<file path="src/ric_pkg.sv">
// ric_pkg: constants and types for the remote image check handler
// assumes a single 125 MHz clock domain
package ric_pkg;
   localparam logic [7:0] RIC_CMD_CHECK       = 8'h05;
   localparam logic [7:0] RIC_CMD_APPLY       = 8'h06;
   localparam logic [7:0] RIC_CMD_ERASE       = 8'h01;
   localparam logic [7:0] RIC_CMD_WRITE       = 8'h02;
   localparam logic [7:0] RIC_RSP_CHECK       = 8'h85;
   localparam logic [7:0] RIC_RSP_APPLY       = 8'h86;
   localparam logic [7:0] RIC_OUTCOME_BAD     = 8'h01;
   localparam logic [7:0] RIC_OUTCOME_GOOD    = 8'h00;
   localparam int         RIC_MEM_WORDS       = 16;
   localparam int         RIC_BLK_WORDS       = 4;
   localparam logic [7:0] RIC_ERASED          = 8'hFF;
   localparam logic [7:0] RIC_IMAGE_TAG       = 8'hA5;
   // register map, byte addresses
   localparam logic [3:0] RIC_REG_STATUS      = 4'h0;
   localparam logic [3:0] RIC_REG_MASK        = 4'h4;
   localparam logic [3:0] RIC_REG_MEMPEEK     = 4'h8;
   localparam logic [1:0] RIC_IRQ_CHECK_BIT   = 2'h0;
   localparam logic [1:0] RIC_IRQ_APPLY_BIT   = 2'h1;
   localparam logic [1:0] RIC_IRQ_REJECT_BIT  = 2'h2;
   localparam logic [2:0] RIC_MASK_RESET      = 3'h0;

   typedef enum logic [1:0] {
      RIC_IDLE  = 2'b00,
      RIC_CHECK = 2'b01,
      RIC_REPLY = 2'b11,
      RIC_WIPE  = 2'b10
   } ric_state_type;
endpackage : ric_pkg

</file>
<file path="src/ric_top.sv">
// ric_top: image check and check-and-apply command handler with Avalon-MM status
// assumes one request pulse with fields; reply taken on rsp_valid and rsp_ready
// Behaviour
// RULE1: code 05 checks the stored image, 06 checks then applies when valid.
// RULE2: valid apply resets into new image and sends no reply.
// RULE3: requester puts zero in option flags for image commands.
// RULE4: requester zeroes block, offset and count; no payload.
// RULE5: check reply uses code 85; outcome bit 0 is 1 when invalid.
// RULE6: image replies carry zero block, offset, count and no payload.
// RULE7: reply goes to the source endpoint of the request.
// RULE8: apply replies with code 86 only when invalid, outcome bit 0 set.
// RULE9: a memory write only clears bits; only erase sets them.
// RULE10: erase clears a whole block; partial erase is refused.
// RULE11: applying an image wipes the whole general purpose memory.
// RULE12: reserved outcome bits are driven to zero.
//
// Local design decisions: the address map and register access over Avalon-MM.
`timescale 1ns/100ps
module ric_top
   import ric_pkg::*;
#(
   parameter int WORDS = ric_pkg::RIC_MEM_WORDS,
   parameter int BLK   = ric_pkg::RIC_BLK_WORDS
) (
   // clock and reset
   input  wire logic        clk,
   input  wire logic        sys_rst,
   // request
   input  wire logic        req_valid,
   input  wire logic [7:0]  command_code_field,
   input  wire logic [7:0]  option_flags_field,
   input  wire logic [15:0] block_index_field,
   input  wire logic [15:0] byte_offset_field,
   input  wire logic [15:0] byte_count_field,
   input  wire logic [7:0]  payload_field,
   input  wire logic [7:0]  src_endpoint,
   output logic             req_ready,
   // reply
   output logic             rsp_valid,
   input  wire logic        rsp_ready,
   output logic [7:0]       rsp_command_code,
   output logic [7:0]       rsp_outcome,
   output logic [15:0]      rsp_block_index,
   output logic [15:0]      rsp_byte_offset,
   output logic [15:0]      rsp_byte_count,
   output logic [7:0]       rsp_dest_endpoint,
   // image install
   output logic             image_reset,
   // avalon-mm slave
   input  wire logic [3:0]  avs_address,
   input  wire logic        avs_read,
   input  wire logic        avs_write,
   input  wire logic [31:0] avs_writedata,
   output logic [31:0]      avs_readdata,
   output logic             avs_waitrequest,
   // interrupt
   output logic             irq
);
   typedef struct packed {
      ric_state_type state;
      logic          apply;
      logic          valid_q;
      logic [7:0]    dest;
      logic [7:0]    code;
      logic [7:0]    outcome;
      logic          reset_pulse;
      logic [2:0]    status;
      logic [2:0]    mask;
      logic          ack;
      logic [31:0]   rdata;
   } ric_top_type;
   ric_top_type r, next_r;

   logic [WORDS*8-1:0] mem_flat;
   logic               image_valid;
   logic               wipe;
   logic               do_erase;
   logic               do_write;
   logic               accept;
   logic               take_image;
   logic               refused;

   function automatic logic is_image_cmd(input logic [7:0] code);
      return (code == RIC_CMD_CHECK) || (code == RIC_CMD_APPLY); // [RULE1]
   endfunction : is_image_cmd

   ////////////////////////////////////////////////////////////////////////
   // memory and verdict
   assign req_ready = (r.state == RIC_IDLE);
   assign accept    = req_valid && req_ready;
   assign wipe      = (r.state == RIC_WIPE);
   // partial erase: nonzero offset or count not a whole block is dropped
   assign do_erase  = accept && (command_code_field == RIC_CMD_ERASE)
                      && (byte_offset_field == 16'h0000)
                      && (byte_count_field == 16'(BLK)); // [RULE10]
   assign do_write  = accept && (command_code_field == RIC_CMD_WRITE);
   assign take_image = accept && is_image_cmd(command_code_field); // [RULE1]
   assign refused    = accept && (command_code_field == RIC_CMD_ERASE) && !do_erase; // [RULE10]

   ric_flash #(.WORDS(WORDS), .BLK(BLK)) u_flash (
      .clk       (clk),
      .sys_rst   (sys_rst),
      .wipe      (wipe),
      .erase     (do_erase),
      .erase_blk (block_index_field[7:0]),
      .write     (do_write),
      .wr_addr   (8'(block_index_field[7:0] * 8'(BLK) + byte_offset_field[7:0])),
      .wr_data   (payload_field),
      .mem_flat  (mem_flat)
   );

   ric_validity #(.WORDS(WORDS)) u_valid (
      .mem_flat    (mem_flat),
      .image_valid (image_valid)
   );

   ////////////////////////////////////////////////////////////////////////
   // command sequencer and registers
   always_comb begin
      next_r = r;
      next_r.reset_pulse = 1'b0;
      next_r.ack = 1'b0;
      // read clears first, so an event of this same cycle still sets its bit
      if (r.ack && avs_read && (avs_address == RIC_REG_STATUS)) begin
         next_r.status = 3'h0;
      end
      unique case (r.state)
         RIC_IDLE: begin
            if (accept && is_image_cmd(command_code_field)) begin
               // option and unused fields are the requester's duty; not checked
               next_r.apply = (command_code_field == RIC_CMD_APPLY); // [RULE1]
               next_r.dest  = src_endpoint; // [RULE7]
               next_r.state = RIC_CHECK;
            end
            if (accept && (command_code_field == RIC_CMD_ERASE) && !do_erase) begin
               next_r.status[RIC_IRQ_REJECT_BIT] = 1'b1; // [RULE10]
            end
         end
         RIC_CHECK: begin
            next_r.valid_q = image_valid;
            if (r.apply && image_valid) begin
               next_r.state = RIC_WIPE; // [RULE2]
            end else begin
               next_r.code    = r.apply ? RIC_RSP_APPLY : RIC_RSP_CHECK; // [RULE5] [RULE8]
               next_r.outcome = image_valid ? RIC_OUTCOME_GOOD : RIC_OUTCOME_BAD; // [RULE12]
               next_r.state   = RIC_REPLY;
            end
         end
         RIC_REPLY: begin
            if (rsp_ready) begin
               next_r.state = RIC_IDLE;
               if (r.apply) next_r.status[RIC_IRQ_APPLY_BIT] = 1'b1;
               else next_r.status[RIC_IRQ_CHECK_BIT] = 1'b1;
            end
         end
         RIC_WIPE: begin
            next_r.reset_pulse = 1'b1; // [RULE2] [RULE11]
            next_r.status[RIC_IRQ_APPLY_BIT] = 1'b1;
            next_r.state = RIC_IDLE;
         end
      endcase
      // bus: one wait cycle, answer on the second edge
      if ((avs_read || avs_write) && !r.ack) begin
         next_r.ack = 1'b1;
         next_r.rdata = 32'h0000_0000;
         unique case (avs_address)
            RIC_REG_STATUS:  next_r.rdata = {29'h0, r.status};
            RIC_REG_MASK:    next_r.rdata = {29'h0, r.mask};
            RIC_REG_MEMPEEK: next_r.rdata = {24'h0, mem_flat[7:0]};
            default:         next_r.rdata = 32'h0000_0000;
         endcase
      end
      if (r.ack && avs_write && (avs_address == RIC_REG_MASK)) begin
         next_r.mask = avs_writedata[2:0];
      end
   end

   always_ff @(posedge clk or posedge sys_rst) begin
      if (sys_rst) begin
         r.state       <= RIC_IDLE;
         r.apply       <= 1'b0;
         r.valid_q     <= 1'b0;
         r.dest        <= 8'h00;
         r.code        <= 8'h00;
         r.outcome     <= 8'h00;
         r.reset_pulse <= 1'b0;
         r.status      <= 3'h0;
         r.mask        <= RIC_MASK_RESET;
         r.ack         <= 1'b0;
         r.rdata       <= 32'h0000_0000;
      end else begin
         r <= next_r;
      end
   end

   ////////////////////////////////////////////////////////////////////////
   // outputs
   assign rsp_valid         = (r.state == RIC_REPLY);
   assign rsp_command_code  = r.code;
   assign rsp_outcome       = r.outcome;
   assign rsp_block_index   = 16'h0000; // [RULE6]
   assign rsp_byte_offset   = 16'h0000; // [RULE6]
   assign rsp_byte_count    = 16'h0000; // [RULE6]
   assign rsp_dest_endpoint = r.dest;
   assign image_reset       = r.reset_pulse;
   assign avs_waitrequest   = (avs_read || avs_write) && !r.ack;
   assign avs_readdata      = r.rdata;
   assign irq               = |(r.status & r.mask);

   ////////////////////////////////////////////////////////////////////////
   // checks
   AST_APPLY_NO_REPLY: assert property (@(posedge clk) disable iff (sys_rst) // [RULE2]
      (r.state == RIC_CHECK && r.apply && image_valid) |=> !rsp_valid ##1 image_reset)
      else $error("valid apply must reset without reply");
   AST_CHECK_CODE: assert property (@(posedge clk) disable iff (sys_rst) // [RULE5]
      (rsp_valid && !r.apply) |-> rsp_command_code == 8'h85)
      else $error("check reply code wrong");
   AST_CHECK_OUTCOME: assert property (@(posedge clk) disable iff (sys_rst) // [RULE5]
      (r.state == RIC_CHECK && !r.apply) |=> rsp_outcome[0] == !$past(image_valid))
      else $error("check outcome bit wrong");
   AST_APPLY_BAD: assert property (@(posedge clk) disable iff (sys_rst) // [RULE8]
      (rsp_valid && r.apply) |-> (rsp_command_code == 8'h86 && rsp_outcome == 8'h01))
      else $error("apply reply malformed");
   AST_ZERO_FIELDS: assert property (@(posedge clk) disable iff (sys_rst) // [RULE6]
      rsp_valid |-> (rsp_block_index == 0 && rsp_byte_offset == 0 && rsp_byte_count == 0))
      else $error("reply fields not zero");
   AST_DEST: assert property (@(posedge clk) disable iff (sys_rst) // [RULE7]
      (accept && is_image_cmd(command_code_field)) |=> r.dest == $past(src_endpoint))
      else $error("reply destination not captured");
   AST_RESERVED: assert property (@(posedge clk) disable iff (sys_rst) // [RULE12]
      rsp_valid |-> rsp_outcome[7:1] == 7'h00)
      else $error("reserved outcome bits set");
   AST_WIPE: assert property (@(posedge clk) disable iff (sys_rst) // [RULE11]
      wipe |=> (mem_flat == {WORDS{8'hFF}}))
      else $error("apply did not wipe memory");
   AST_WRITE_CLEARS: assert property (@(posedge clk) disable iff (sys_rst) // [RULE9]
      (do_write && !do_erase && !wipe) |=> ((mem_flat & ~$past(mem_flat)) == '0))
      else $error("write set a bit");
   AST_REPLY_BOUND: assert property (@(posedge clk) disable iff (sys_rst) // [RULE1]
      (accept && is_image_cmd(command_code_field)) |-> ##2 (rsp_valid || image_reset || wipe))
      else $error("image command not answered");

   // sequencing: one image command at a time
   AST_BUSY_NO_TAKE: assert property (@(posedge clk) disable iff (sys_rst) // [RULE1]
      (r.state != RIC_IDLE) |-> !req_ready)
      else $error("request taken while busy");
   AST_TAKE_TO_CHECK: assert property (@(posedge clk) disable iff (sys_rst) // [RULE1]
      take_image |=> (r.state == RIC_CHECK))
      else $error("image command did not start a check");
   AST_APPLY_LATCH: assert property (@(posedge clk) disable iff (sys_rst) // [RULE1]
      take_image |=> (r.apply == $past(command_code_field == RIC_CMD_APPLY)))
      else $error("apply flag not latched from code");
   AST_REPLY_DONE: assert property (@(posedge clk) disable iff (sys_rst) // [RULE1]
      (rsp_valid && rsp_ready) |=> (r.state == RIC_IDLE))
      else $error("reply taken but not back to idle");

   // install path: wipe, one reset pulse, never a reply
   AST_APPLY_TO_WIPE: assert property (@(posedge clk) disable iff (sys_rst) // [RULE2]
      (r.state == RIC_CHECK && r.apply && image_valid) |=> wipe)
      else $error("valid apply did not wipe");
   AST_RESET_ONE: assert property (@(posedge clk) disable iff (sys_rst) // [RULE2]
      image_reset |=> !image_reset)
      else $error("install reset longer than one cycle");
   AST_RESET_SOURCE: assert property (@(posedge clk) disable iff (sys_rst) // [RULE2]
      image_reset |-> $past(wipe))
      else $error("install reset without wipe");
   AST_WIPE_NO_REPLY: assert property (@(posedge clk) disable iff (sys_rst) // [RULE2]
      wipe |-> !rsp_valid)
      else $error("reply shown during install");
   AST_WIPE_STATE: assert property (@(posedge clk) disable iff (sys_rst) // [RULE11]
      wipe |=> (r.state == RIC_IDLE && image_reset))
      else $error("wipe not followed by reset");

   // check and bad apply replies; plain check never installs
   AST_CHECK_GOOD: assert property (@(posedge clk) disable iff (sys_rst) // [RULE5]
      (r.state == RIC_CHECK && !r.apply && image_valid) |=> (rsp_valid && rsp_outcome == 8'h00))
      else $error("good image reported bad");
   AST_CHECK_NO_WIPE: assert property (@(posedge clk) disable iff (sys_rst) // [RULE5]
      (r.state == RIC_CHECK && !r.apply) |=> !wipe ##1 !image_reset)
      else $error("plain check installed an image");
   AST_APPLY_BAD_REPLY: assert property (@(posedge clk) disable iff (sys_rst) // [RULE8]
      (r.state == RIC_CHECK && r.apply && !image_valid)
      |=> (rsp_valid && rsp_command_code == 8'h86 && rsp_outcome[0]))
      else $error("bad apply not reported");
   AST_RESERVED_NEXT: assert property (@(posedge clk) disable iff (sys_rst) // [RULE12]
      (r.state == RIC_CHECK && !(r.apply && image_valid)) |=> (rsp_outcome[7:1] == 7'h00))
      else $error("reserved outcome bits loaded");

   // reply aimed at the requester and unchanged until the consumer takes it
   AST_REPLY_HOLD: assert property (@(posedge clk) disable iff (sys_rst) // [RULE7]
      (rsp_valid && !rsp_ready) |=> (rsp_valid && $stable(rsp_dest_endpoint)
      && $stable(rsp_command_code) && $stable(rsp_outcome)))
      else $error("reply changed before taken");
   AST_DEST_REPLY: assert property (@(posedge clk) disable iff (sys_rst) // [RULE7]
      take_image |-> ##2 (wipe || rsp_dest_endpoint == $past(src_endpoint, 2)))
      else $error("reply not aimed at requester");

   // memory rules
   AST_REFUSE_FLAG: assert property (@(posedge clk) disable iff (sys_rst) // [RULE10]
      refused |=> r.status[RIC_IRQ_REJECT_BIT])
      else $error("partial erase not flagged");
   AST_REFUSE_KEEPS: assert property (@(posedge clk) disable iff (sys_rst) // [RULE10]
      refused |=> (mem_flat == $past(mem_flat)))
      else $error("partial erase changed memory");
   AST_ERASE_SETS: assert property (@(posedge clk) disable iff (sys_rst) // [RULE9]
      do_erase |=> ((~mem_flat & $past(mem_flat)) == '0))
      else $error("erase cleared a bit");
   AST_MEM_QUIET: assert property (@(posedge clk) disable iff (sys_rst) // [RULE9]
      (!do_write && !do_erase && !wipe) |=> (mem_flat == $past(mem_flat)))
      else $error("memory changed with no operation");

   COV_REFUSE: cover property (@(posedge clk) refused);
   COV_CHECK: cover property (@(posedge clk) rsp_valid && rsp_ready && !r.apply);
   COV_APPLY_BAD: cover property (@(posedge clk) rsp_valid && rsp_ready && r.apply);
   COV_APPLY_OK: cover property (@(posedge clk) image_reset);
   COV_IRQ: cover property (@(posedge clk) irq);
endmodule : ric_top

</file>
<file path="src/ric_validity.sv">
// ric_validity: combinational image validity test over memory contents
// assumes memory is presented flat, word 0 holding the image tag
`timescale 1ns/100ps
module ric_validity
   import ric_pkg::*;
#(
   parameter int WORDS = 16
) (
   // memory view
   input  wire logic [WORDS*8-1:0] mem_flat,
   // verdict
   output logic                    image_valid
);
   logic [7:0] sum;
   always_comb begin
      sum = 8'h00;
      for (int i = 0; i < WORDS; i++) begin
         sum = sum + mem_flat[i*8 +: 8];
      end
      // tag plus zero checksum; erased memory never passes
      image_valid = (mem_flat[7:0] == RIC_IMAGE_TAG) && (sum == 8'h00);
   end
endmodule : ric_validity

</file>
<file path="src/ric_flash.sv">
// ric_flash: flip-flop model of the general purpose memory
// assumes at most one operation per cycle, priority wipe, erase, write
`timescale 1ns/100ps
module ric_flash
   import ric_pkg::*;
#(
   parameter int WORDS = 16,
   parameter int BLK   = 4
) (
   // clock and reset
   input  wire logic               clk,
   input  wire logic               sys_rst,
   // operations
   input  wire logic               wipe,
   input  wire logic               erase,
   input  wire logic [7:0]         erase_blk,
   input  wire logic               write,
   input  wire logic [7:0]         wr_addr,
   input  wire logic [7:0]         wr_data,
   // contents
   output logic [WORDS*8-1:0]      mem_flat
);
   typedef struct packed {
      logic [WORDS*8-1:0] mem;
   } ric_flash_type;
   ric_flash_type r, next_r;

   always_comb begin
      next_r = r;
      for (int i = 0; i < WORDS; i++) begin
         if (wipe) begin
            next_r.mem[i*8 +: 8] = RIC_ERASED; // [RULE11]
         end else if (erase && ((i / BLK) == int'(erase_blk))) begin
            next_r.mem[i*8 +: 8] = RIC_ERASED; // [RULE10]
         end else if (write && (i == int'(wr_addr))) begin
            next_r.mem[i*8 +: 8] = r.mem[i*8 +: 8] & wr_data; // [RULE9]
         end
      end
   end

   always_ff @(posedge clk or posedge sys_rst) begin
      if (sys_rst) begin
         r <= '{mem: {WORDS{8'hFF}}};
      end else begin
         r <= next_r;
      end
   end
   assign mem_flat = r.mem;
endmodule : ric_flash

</file>
<file path="config.mk">
export PLATFORM = sky130hd
export DESIGN_NAME = ric_top
export DESIGN_NICKNAME = d
export VERILOG_FILES = /design/src/ric_pkg.sv /design/src/ric_top.sv /design/src/ric_validity.sv /design/src/ric_flash.sv
export SDC_FILE = /design/constraint.sdc
export NUM_CORES = 1
export LEC_CHECK = 0
export BUFFER_PORTS_ARGS = -buffer_cell sky130_fd_sc_hd__buf_2
export CORE_MARGIN = 3
export CORE_UTILIZATION = 43
export DETAILED_ROUTE_END_ITERATION = 6
export PLACE_DENSITY = 0.66
export SLEW_MARGIN = 20
export SYNTH_ARGS = -nofsm -noshare
export SYNTH_HDL_FRONTEND = slang
export SYNTH_SLANG_ARGS = --single-unit
</file>
<file path="constraint.sdc">
create_clock -name clk -period 7.1 [get_ports clk]
set_input_delay 0.71 -clock clk [delete_from_list [all_inputs] [get_ports clk]]
set_output_delay 0.71 -clock clk [all_outputs]
set_load 0.1 [all_outputs]
</file>
# Word-level counts from Yosys, hierarchy flattened

Index checks and enable logic that the tools add are counted.

Register bits: 195
Latch bits: 0
Bits in writable memories: 0
ROM bits: 0
Input bits: 122
Output and inout port bits: 109
Logic and storage cells: 220
Memories kept: 0

Add/sub/neg operators: 16
Multiply operators: 0
Div/mod/pow operators: 0
Order comparisons: 0
Equality and inequality tests: 31
Shift-type cells: 0
Mux-type cells: 65
Bitwise logic cells: 18
Reduce and logical (&&, ||, !) cells: 64

Operators by type and width:

| kind                  | count |
|---|---|
| $mux W8               | 48 |
| $add A8 B8 Y8         | 16 |
| $and A8 B8 Y8         | 16 |
| $eq A5 B8 Y1 const A  | 8 |
| $reduce_bool A3 Y1    | 16 |
| $logic_and A1 B1 Y1   | 34 |
| $mux W33              | 1 |
| $eq A3 B8 Y1 const A  | 4 |
| $eq A4 B8 Y1 const A  | 4 |
| $logic_not A8 Y1      | 3 |
| $pmux W8 S3           | 1 |
| $eq A16 B3 Y1 const B | 1 |
| $eq A2 B8 Y1 const A  | 2 |
| $eq A8 B3 Y1 const B  | 2 |
| $logic_not A16 Y1     | 1 |
| $eq A8 B1 Y1 const B  | 1 |
| $eq A8 B2 Y1 const B  | 1 |
| $eq A8 B8 Y1 const B  | 1 |
| $mux W1               | 8 |
| $pmux W2 S4           | 1 |
| $mux W2               | 3 |
| $mux W3               | 2 |
| $reduce_and A2 Y1     | 3 |
| $eq A2 B2 Y1 const B  | 2 |
| other kinds (12)      | 15 |

# Depth between registers and ports, before layout

Gate-level depths: netlist of the first run.

Depth after elaboration: 20
Mapped depth: 20
Gate-level depth less buffers: 20

# Modules after synthesis

Synthesis of the first run repeated with hierarchy kept, for this count alone.

Cells, all modules: 966
Area total of the unflattened synthesis: 10654.0 µm²

By module, submodules not included:

| module       | times used | cells each | area an instance (µm²) | sequential area each (µm²) |
|---|---|---|---|---|
| ric_flash    | 1          | 468        | 5569.1                 | 3363.2 |
| ric_validity | 1          | 251        | 2683.8                 | 0.0 |
| ric_top      | 1          | 247        | 2401.1                 | 775.7 |

# Least setup slack after synthesis of the first run

No wires, ideal clock.

Path kind: reg-to-reg
Start: reg u_flash.r (netlist bit u_flash.mem_flat[98])
End: reg r[66] in the netlist's numbering
Setup time: 119 ps
Data arrival time: 5145 ps
Data required time: 6981 ps
Setup slack: 1835 ps
Stages on the path, launching flop included: 19
Buffers on the path: 0
Clock period less this slack: 5265 ps
Cells stage by stage: dfstp_2 > fa_1 > inv_1 > fa_1 > inv_1 > fa_1 > inv_1 > fa_1 > fa_1 > fa_1 > inv_1 > ha_1 > inv_1 > fa_1 > nor4bb_1 > nand4_1 > nor3_1 > nand4b_1 > a21bo_2

Cells in the longest elaborated chain, start to end: 9

Ends and longest elaborated chain:

| what                        | line               | text |
|---|---|---|
| from (decl)                 | ric_flash.sv:26    | `ric_flash_type r, next_r;` |
| from (signal assigned)      | ric_flash.sv:43    | `r <= '{mem: {WORDS{8'hFF}}};` |
| from (signal assigned)      | ric_flash.sv:45    | `r <= next_r;` |
| $add A8 B8 Y8 (4 in series) | ric_validity.sv:18 | `sum = sum + mem_flat[i*8 +: 8];` |
| $logic_not A8 Y1            | ric_validity.sv:21 | `image_valid = (mem_flat[7:0] == RIC_IMAGE_TAG) && (sum == 8'h00);` |
| $logic_and A1 B1 Y1         | ric_validity.sv:21 |  |
| $logic_and A1 B1 Y1         | ric_top.sv:141     | `if (r.apply && image_valid) begin` |
| $mux W1                     | ric_top.sv:141     |  |
| $pmux W2 S4                 | ric_top.sv:127     | `unique case (r.state)` |
| to (signal assigned)        | ric_top.sv:192     | `r <= next_r;` |
| to (decl)                   | ric_top.sv:72      | `ric_top_type r, next_r;` |

No other way between the ends.
A chain may end at the register's enable or synchronous reset.

# Worst setup path after layout of the first run

Start: reg u_flash.r (netlist bit u_flash.mem_flat[98])
End: reg r (netlist bit rsp_command_code[1])

Cells in the longest elaborated chain, start to end: 9

Ends and longest elaborated chain:

| what                        | line |
|---|---|
| $add A8 B8 Y8 (4 in series) | ric_validity.sv:18 |
| $logic_not A8 Y1            | ric_validity.sv:21 |
| $logic_and A1 B1 Y1         | ric_validity.sv:21 |
| $logic_and A1 B1 Y1         | ric_top.sv:141 |
| $not A1 Y1 (no line)        | n/a |
| $reduce_and A2 Y1 (no line) | n/a |

No other way between the ends.

==> results of run 1 <==
[cells in the final DEF, fill, tap and decap left out, types with 4 or more instances in the layout]
master	n
xnor2_1	28
mux2_2	11
clkinv_4	5
dfrtp_1	31
nand2b_1	22
clkbuf_16	17
or3_1	8
nor2b_1	5
nor4_1	7
a22o_1	9
inv_6	8
nand2_1	140
buf_2	102
xor2_1	4
a21o_1	6
o21ai_0	6
a21oi_1	9
inv_1	114
nor4b_1	4
nor3_1	6
conb_1	83
dfstp_2	128
mux2i_1	4
fa_1	88
buf_4	6
ha_1	18
nor2_1	6
o21ai_1	129
[worst max path at each step]
stage          depth (start not counted)                              end  slack [ns]                        startpoint
6_report                              18  rsp_command_code[1]$_DFFE_PP0P_        1.40  u_flash.mem_flat[98]$_DFFE_PP1P_
4_1_cts                               18  rsp_command_code[1]$_DFFE_PP0P_        1.37  u_flash.mem_flat[98]$_DFFE_PP1P_
2_1_floorplan                         18                r[66]$_DFFE_PP0P_        1.84  u_flash.mem_flat[98]$_DFFE_PP1P_
3_5_place_dp                          18  rsp_command_code[1]$_DFFE_PP0P_        1.42  u_flash.mem_flat[98]$_DFFE_PP1P_
3_3_place_gp                          18  rsp_command_code[1]$_DFFE_PP0P_        1.42  u_flash.mem_flat[98]$_DFFE_PP1P_
5_1_grt                               18  rsp_command_code[1]$_DFFE_PP0P_        1.06  u_flash.mem_flat[98]$_DFFE_PP1P_
[registers in the layout, summed over array words and instances (netlist names)]
name / flops
u_flash.mem_flat: 128
r: 10
avs_readdata: 8
rsp_dest_endpoint: 8
rsp_command_code: 3
image_reset: 1
rsp_outcome: 1
[metal layers]
metal / vias up / track usage, %
met5: - / 0
met4: 0 / 5.611
met3: 30 / 3.512
met2: 138 / 30.97
met1: 3283 / 23.95
li1: 3048 / -
[through the flow]
step                      std cells  setup WS [ns]  hold slack [ns]  util [%]
after floorplan                1041          1.835           0.4510         -
after global placement         1331          1.424           0.4658     45.57
after detailed placement       1331          1.421           0.4734     45.57
after CTS                      1363          1.369           0.4362     48.10
after global routing           1363          1.058           0.4749     48.10
final                          1363          1.401           0.4208     48.10
[critical path: cells and delay by family, from the launching register on]
| kind | cells | cell delay, ns |
|---|---|---|
| AO/OA/AOI/OAI | 2 | 0.37 |
| flip-flops | 1 | 0.38 |
| AND/OR/NAND/NOR | 3 | 0.81 |
| buffers and inverters | 5 | 0.34 |
| adder cells (fa/ha/maj) | 8 | 3.69 |
[kinds of logic after synthesis]
family / count (synthesis) / synth area share [%]
other: 1 / 0.03715
adder cells (fa/ha/maj): 106 / 19.68
AO/OA/AOI/OAI: 174 / 9.482
XOR/XNOR: 33 / 3.000
flip-flops: 159 / 41.00
buffers and inverters: 246 / 13.91
multiplexers: 15 / 1.624
AND/OR/NAND/NOR: 225 / 11.27
[final cells by class]
type	count	area [um2]
fill	2140	11860
multi-input combinational	636	4890
sequential	159	4139
timing repair buffer	108	555.5
inverter	115	436.7
clock buffer	17	425.4
tap	313	391.6
clock inverter	15	151.4
==> out/metrics.cfg, run 1 <==
[min_path]
min_path_type = input port to async pin

[synth]
yosysWarnings = 0
synth-seq-cells = 159
synth_edf_count = 0
ys_types = 59
avgSynthCellArea_um2 = 10.53
yosysMostFrequentCell = nand2_1
ys_top_cells_by_area = dfstp_2 (33%), fa_1 (17%), buf_4 (7.7%)
synth_area_um2 = 10090
yosysTopAreaCell = dfstp_2
synth_flop_cell = dfstp_2
async_flop_share_pct = 100.0
yosys.area.top_type_share_pct = 33.32
synth_common_cells = nand2_1 (140), o21ai_1 (129), dfstp_2 (128)
synth_cells = 959
yosysSeqAreaShare_pct = 41.00

[flow_run]
maxCapViolations = 0

[route]
ant_nets = 0
first_iter_violations = 366
wl_met2_mm = 11.35
wl_per_cell_um = 16.32
drt-met1-wl_mm = 9.698
met3WireLength_um = 810
wl_mm = 22.24
drc_errors = 0
viasPerCell = 4.768
vias = 6499
routed.top_layer = met4
dr.pass1.iters = 5

[clocking]
tritoncts = built
cts_sinks = 159
cts_setup_buffers = 0
cts_resized = 0
clkTransAtPathRegs_ns = 0.07
htreeDepth = 4
hold_buffers = 0
numCtsBuffers = 17
cts_root_buffer = clkbuf_16
clkLatencyLatePin_ns = 0.44
clockBufferDepth = 2

[setup_path]
required_ns = 7.43
r2r_end = rsp_command_code[1]$_DFFE_PP0P_
cpMostUsedCell = fa_1
crit_type = register to register
r2r-start = u_flash.mem_flat[98]$_DFFE_PP1P_
crit_fanout = 3
endpoint_kind = register
worst_path_max_delay_cell = fa_1
cpPeakStageDelay_ns = 0.55
start_kind = register
timing.critical_path.cells = fa_1, inv_1, fa_1, inv_1, fa_1, inv_1, fa_1, fa_1, fa_1, inv_1, ha_1, inv_1, fa_1, nor4bb_1, nand4_1, nor3_1, a21boi_1, o21a_1
regToRegSetupSlack_ns = 1.40
crit_arrival_ns = 6.03
worstRegToRegCells = 18

[placed_design]
portBuffers = 102
gp_congestion = 0.8025
dpl_cell_area_um2 = 10410
hpwlAfterDp_mm = 16.11

[global_routing]
antenna_found_initial = 0
grt_pass1_wl_mm = 36.76
grt_max_degree = 84
grt_overflow = 0
track_usage_pct = 18.29
grt_pass1_vias = 6889

[final_layout]
drive_gt1_share_pct = 28.19
syn_to_final_growth_pct = 8.862
diodes = 0
nNetsFinal = 1265
fin_area_um2 = 10990

[die]
die_x_um = 159.2
die_height_um = 159.2
ios = 231
initial_core_util_pct = 44.18
dieArea_um2 = 25350
coreArea_um2 = 22850
fp-row-count = 55

[timing]
worst_slew_pin_slew_ns = 1.130
setup_viol_count_final = 0
finalSetupTns_ns = 0
fin_skew_ns = 0.01581
fin_crit_ns = 5.699
clock.fmax_mhz = 175.5
slew_violations = 0
period_share_pct = 80.27
slew_headroom_pct = 24.37
grt_setup_unrepaired = no
hold_viol_final = 0

[status]
status = complete, no violations

Power of run 1 is not shown: default switching activity piles up to over one toggle a cycle in this logic, so the estimate is an artifact.
==> inputs of run 2 (changes only) <==
- PLACE_DENSITY: 0.66 -> 0.68
- clock period: 7.1 -> 4.9 ns (I/O delays scaled with it)
==> run 2 against run 1 <==
  * The run now ends with setup timing left
  * Die area unchanged
  * Final cell count increased by 0.88%
  * Critical path depth unchanged
  * Non-clock buffer count increased by 12
  * Count of clock-buffer cells in the layout unchanged
  * Worst hold slack got worse by 0.13 ns
  * Critical endpoint is now r[66]$_DFFE_PP0P_
  * Largest cell class unchanged
  * Highest routed layer unchanged
==> out/metrics.cfg, run 2 (synthesized netlist as in run 1, its figures left out) <==
[status]
status = finished with violations
violations = setup timing

[global_routing]
antenna_found_initial = 0
grt_overflow = 0
grt_max_degree = 112
grt_pass1_vias = 6915
track_usage_pct = 18.43
grt_pass1_wl_mm = 37.36

[final_layout]
largest_reg_flops = 128
fin_area_um2 = 11170
most-common-layout-cells = nand2_1 (140), o21ai_1 (130), dfstp_2 (128)
drive_gt1_share_pct = 30.32
syn_to_final_growth_pct = 10.70
nNetsFinal = 1277
fin_util_pct = 48.91
diodes = 0
mostFrequentLayoutCell = nand2_1

[placed_design]
dpl_cell_area_um2 = 10510
hpwlAfterDp_mm = 15.94
portBuffers = 102
gp_congestion = 0.8163

[flow_run]
maxCapViolations = 0

[timing]
period_share_pct = 107.8
hold_viol_final = 0
slew_headroom_pct = 34.41
fin_crit_ns = 5.282
finalSetupTns_ns = -1.591
slew_violations = 0
clock.fmax_mhz = 189.3
fin_skew_ns = 0.008065
worst_slew_pin_slew_ns = 0.9839
hold_slack_ns = 0.2878
grt_setup_unrepaired = yes
setup_slack_ns = -0.3819
setup_viol_count_final = 5

[clocking]
numCtsBuffers = 17
cts_sinks = 159
tritoncts = built
clkLatencyLatePin_ns = 0.43
cts_root_buffer = clkbuf_16
clockBufferDepth = 2
htreeDepth = 4
clkTransAtPathRegs_ns = 0.07

[route]
wl_per_cell_um = 16.35
wl_mm = 22.48
vias = 6557
dr.pass1.iters = 4
viasPerCell = 4.769
ant_nets = 0
drc_errors = 0
first_iter_violations = 447

[setup_path]
start_kind = register
crit_type = register to register
endpoint_kind = register
crit_fanout = 3
required_ns = 5.21
r2r-start = u_flash.mem_flat[90]$_DFFE_PP1P_
r2r_end = r[66]$_DFFE_PP0P_
crit_arrival_ns = 5.60
worstRegToRegCells = 18
regToRegSetupSlack_ns = -0.38

[die]
die_height_um = 159.2
coreArea_um2 = 22850
dieArea_um2 = 25350
ios = 231
initial_core_util_pct = 44.18
fp-row-count = 55
die_x_um = 159.2

[min_path]
min_path_type = input port to register
whs_endpoint = rsp_dest_endpoint[5]$_DFFE_PP0P_
hold_start = src_endpoint[5]
worstHoldPathCells = 2

## run 2: cell count changes in the layout (fill, tap and decap cells not counted), sizes merged
cell,previous run,this run
buf,108,120
clkinvlp,0,5
inv,123,119
clkinv,6,3
bufinv,1,3
## run 2: metal layers
| metal | GRT usage, % | vias up | wire length, um | part of all wire (%) |
|---|---|---|---|---|
| met4 | 4.099 | 0 | 334 | 1.5 |
| met3 | 3.824 | 20 | 1033 | 4.6 |
| met2 | 30.60 | 153 | 11320 | 50 |
| li1 | - | 3062 | - | - |
| met5 | 0 | - | 0 | 0 |
| met1 | 25.12 | 3322 | 9793 | 44 |
## run 2: worst max-delay path by stage
stage	from	end	slack, ns	depth (start not counted)
2_1_floorplan	u_flash.mem_flat[90]$_DFFE_PP1P_	r[66]$_DFFE_PP0P_	-0.17	18
3_3_place_gp	u_flash.mem_flat[90]$_DFFE_PP1P_	r[66]$_DFFE_PP0P_	-0.45	18
3_5_place_dp	u_flash.mem_flat[90]$_DFFE_PP1P_	r[66]$_DFFE_PP0P_	-0.47	18
4_1_cts	u_flash.mem_flat[90]$_DFFE_PP1P_	r[66]$_DFFE_PP0P_	-0.49	18
5_1_grt	u_flash.mem_flat[90]$_DFFE_PP1P_	r[66]$_DFFE_PP0P_	-0.60	18
6_report	u_flash.mem_flat[90]$_DFFE_PP1P_	r[66]$_DFFE_PP0P_	-0.38	18
## run 2: critical path, stage by stage, from the launching register on
cell	delay, ns
dfstp_2	0.38
fa_1	0.54
inv_2	0.04
fa_1	0.52
inv_1	0.05
fa_1	0.49
inv_2	0.04
fa_1	0.54
fa_1	0.42
fa_1	0.46
inv_2	0.08
ha_4	0.14
inv_2	0.04
fa_2	0.51
nor4bb_4	0.18
nand4_1	0.17
nor3_4	0.24
nand4b_1	0.13
a21bo_2	0.20
## run 2: final cells by class
type / count / area, um2
timing repair buffer: 120 / 645.6
clock inverter: 15 / 185.2
multi-input combinational: 636 / 4951
tap: 313 / 391.6
sequential: 159 / 4139
fill: 2159 / 11670
inverter: 115 / 436.7
clock buffer: 17 / 425.4
## run 2: what timing repair did
| item | CTS | global route |
|---|---|---|
| gates resized for setup | 7 | 7 |
| buffers inserted | 0 | 1 |
| hold buffers | 0 | 0 |
| setup endpoints to repair | 5 | 5 |
| pin swaps | 14 | 6 |
## run 2: stage by stage
| step | std cells | setup WS [ns] |
|---|---|---|
| floorplan | 1041 | -0.1748 |
| global placement | 1342 | -0.4490 |
| detailed placement | 1342 | -0.4685 |
| CTS | 1374 | -0.4919 |
| global route | 1375 | -0.5967 |
| finish | 1375 | -0.3819 |
Power of run 2 is left out for the same reason.
==> inputs of run 3 (changes only) <==
- PLACE_DENSITY: 0.68 -> 0.77
==> run 3 against run 2 <==
  * The run still ends with setup timing left
  * Global-route usage increased by 0.28 points
  * First-iteration DRC count decreased by 2.0%
  * Non-clock buffer count rose by 2
  * Worst hold slack worse by 0.086 ns
  * Maximum frequency is 2.6% lower
  * Critical path type unchanged
  * Critical endpoint unchanged
==> out/metrics.cfg, run 3 (synthesized netlist as in run 1, its figures left out) <==
[status]
status = finished with violations
violations = setup timing

[placed_design]
portBuffers = 102
gp_congestion = 0.8313
dpl_cell_area_um2 = 10510
dp.cells = 1343
hpwlAfterDp_mm = 16.27

[global_routing]
antenna_found_initial = 1
grt_max_degree = 124
grt_pass1_vias = 7316
grt_pass1_wl_mm = 37.60
grt_overflow = 0
track_usage_pct = 18.71

[route]
drc_errors = 0
vias = 6839
dr.pass1.iters = 5
wl_mm = 23.14
wl_per_cell_um = 16.79
ant_nets = 0
first_iter_violations = 438
viasPerCell = 4.963

[timing]
worst_slew_pin_slew_ns = 1.083
clock.fmax_mhz = 184.4
grt_setup_unrepaired = yes
fin_skew_ns = 0.009444
setup_slack_ns = -0.5237
hold_viol_final = 0
slew_violations = 0
setup_viol_count_final = 5
fin_crit_ns = 5.424
hold_slack_ns = 0.2023
slew_headroom_pct = 26.81
period_share_pct = 110.7

[flow_run]
maxCapViolations = 0

[die]
fp-row-count = 55
die_x_um = 159.2
ios = 231
coreArea_um2 = 22850
initial_core_util_pct = 44.18
die_height_um = 159.2
dieArea_um2 = 25350

[clocking]
numCtsBuffers = 17
clockBufferDepth = 2
cts_sinks = 159
tritoncts = built
cts_root_buffer = clkbuf_16
clkLatencyLatePin_ns = 0.44
htreeDepth = 4
clkTransAtPathRegs_ns = 0.06

[final_layout]
fin_util_pct = 48.98
fin_area_um2 = 11190
largest_reg_flops = 128
instances_no_fill = 1378
nNetsFinal = 1279
syn_to_final_growth_pct = 10.85
drive_gt1_share_pct = 30.26
mostFrequentLayoutCell = nand2_1
most-common-layout-cells = nand2_1 (140), o21ai_1 (130), dfstp_2 (128)

[setup_path]
worstRegToRegCells = 16
r2r-start = u_flash.mem_flat[34]$_DFFE_PP1P_
cpPeakStageDelay_ns = 0.57
crit_type = register to register
crit_arrival_ns = 5.75
endpoint_kind = register
crit_fanout = 3
timing.critical_path.cells = fa_1, inv_1, fa_1, fa_1, fa_1, fa_1, fa_1, inv_2, ha_4, inv_2, fa_2, nor4bb_4, nand4_1, nor3_2, nand4b_1, a21bo_2
regToRegSetupSlack_ns = -0.52
required_ns = 5.22
r2r_end = r[66]$_DFFE_PP0P_
start_kind = register
worst_path_max_delay_cell = fa_1
cpMostUsedCell = fa_1

[min_path]
min_path_type = input port to async pin

[run 3: cell types whose count changed in the layout (fill, tap and decap cells not counted), moves of 2 or more]
cell / previous run / this run
buf_4: 18 / 20
clkbuf_1: 0 / 2
clkinvlp_4: 5 / 3
inv_6: 5 / 2
[run 3: how the worst max path moves through the flow]
stage / start / to / slack, ns / cells past startpoint
6_report: u_flash.mem_flat[34]$_DFFE_PP1P_ / r[66]$_DFFE_PP0P_ / -0.52 / 16
3_3_place_gp: u_flash.mem_flat[90]$_DFFE_PP1P_ / r[66]$_DFFE_PP0P_ / -0.43 / 18
2_1_floorplan: u_flash.mem_flat[90]$_DFFE_PP1P_ / r[66]$_DFFE_PP0P_ / -0.17 / 18
4_1_cts: u_flash.mem_flat[34]$_DFFE_PP1P_ / r[66]$_DFFE_PP0P_ / -0.46 / 16
5_1_grt: u_flash.mem_flat[98]$_DFFE_PP1P_ / r[66]$_DFFE_PP0P_ / -0.67 / 18
3_5_place_dp: u_flash.mem_flat[90]$_DFFE_PP1P_ / r[66]$_DFFE_PP0P_ / -0.46 / 18
[run 3: critical path, delay by kind of cell (launching register included)]
family	cells	cell delay [ns]
compound gates	1	0.20
fa+ha+maj	8	3.57
buf+inv	3	0.20
flops	1	0.54
simple gates	4	0.81
[run 3: final cells by class]
type,instances,area [um2]
clock buffer,19,432.9
multi-input combinational,636,4938
clock inverter,13,185.2
antenna,1,2.502
timing repair buffer,122,660.6
tap,313,391.6
sequential,159,4139
fill,2065,11660
inverter,115,439.2
[run 3: layer usage]
metal	GRT usage [%]	up-vias	share of wire [%]
met5	0	-	0
met4	7.322	0	2.4
met3	4.084	44	5.1
met2	31.69	215	52
met1	23.51	3506	41
li1	-	3074	-
[run 3: stage by stage]
stage                     TNS [ns]  worst slack, ns
after floorplan            -0.6932          -0.1748
after global placement      -1.886          -0.4276
after detailed placement    -2.140          -0.4642
after CTS                   -2.048          -0.4565
after global routing        -3.155          -0.6743
final                       -2.387          -0.5237
[run 3: timing repair]
action                                  in CTS  in global routing
hold buffers                                 0                  0
gates cloned                                 0                  0
pin swaps                                   13                 12
gates resized for setup                      3                 11
buffers inserted                             1                  1
endpoints found under the setup margin       5                  5
Power of run 3 is left out for the same reason.
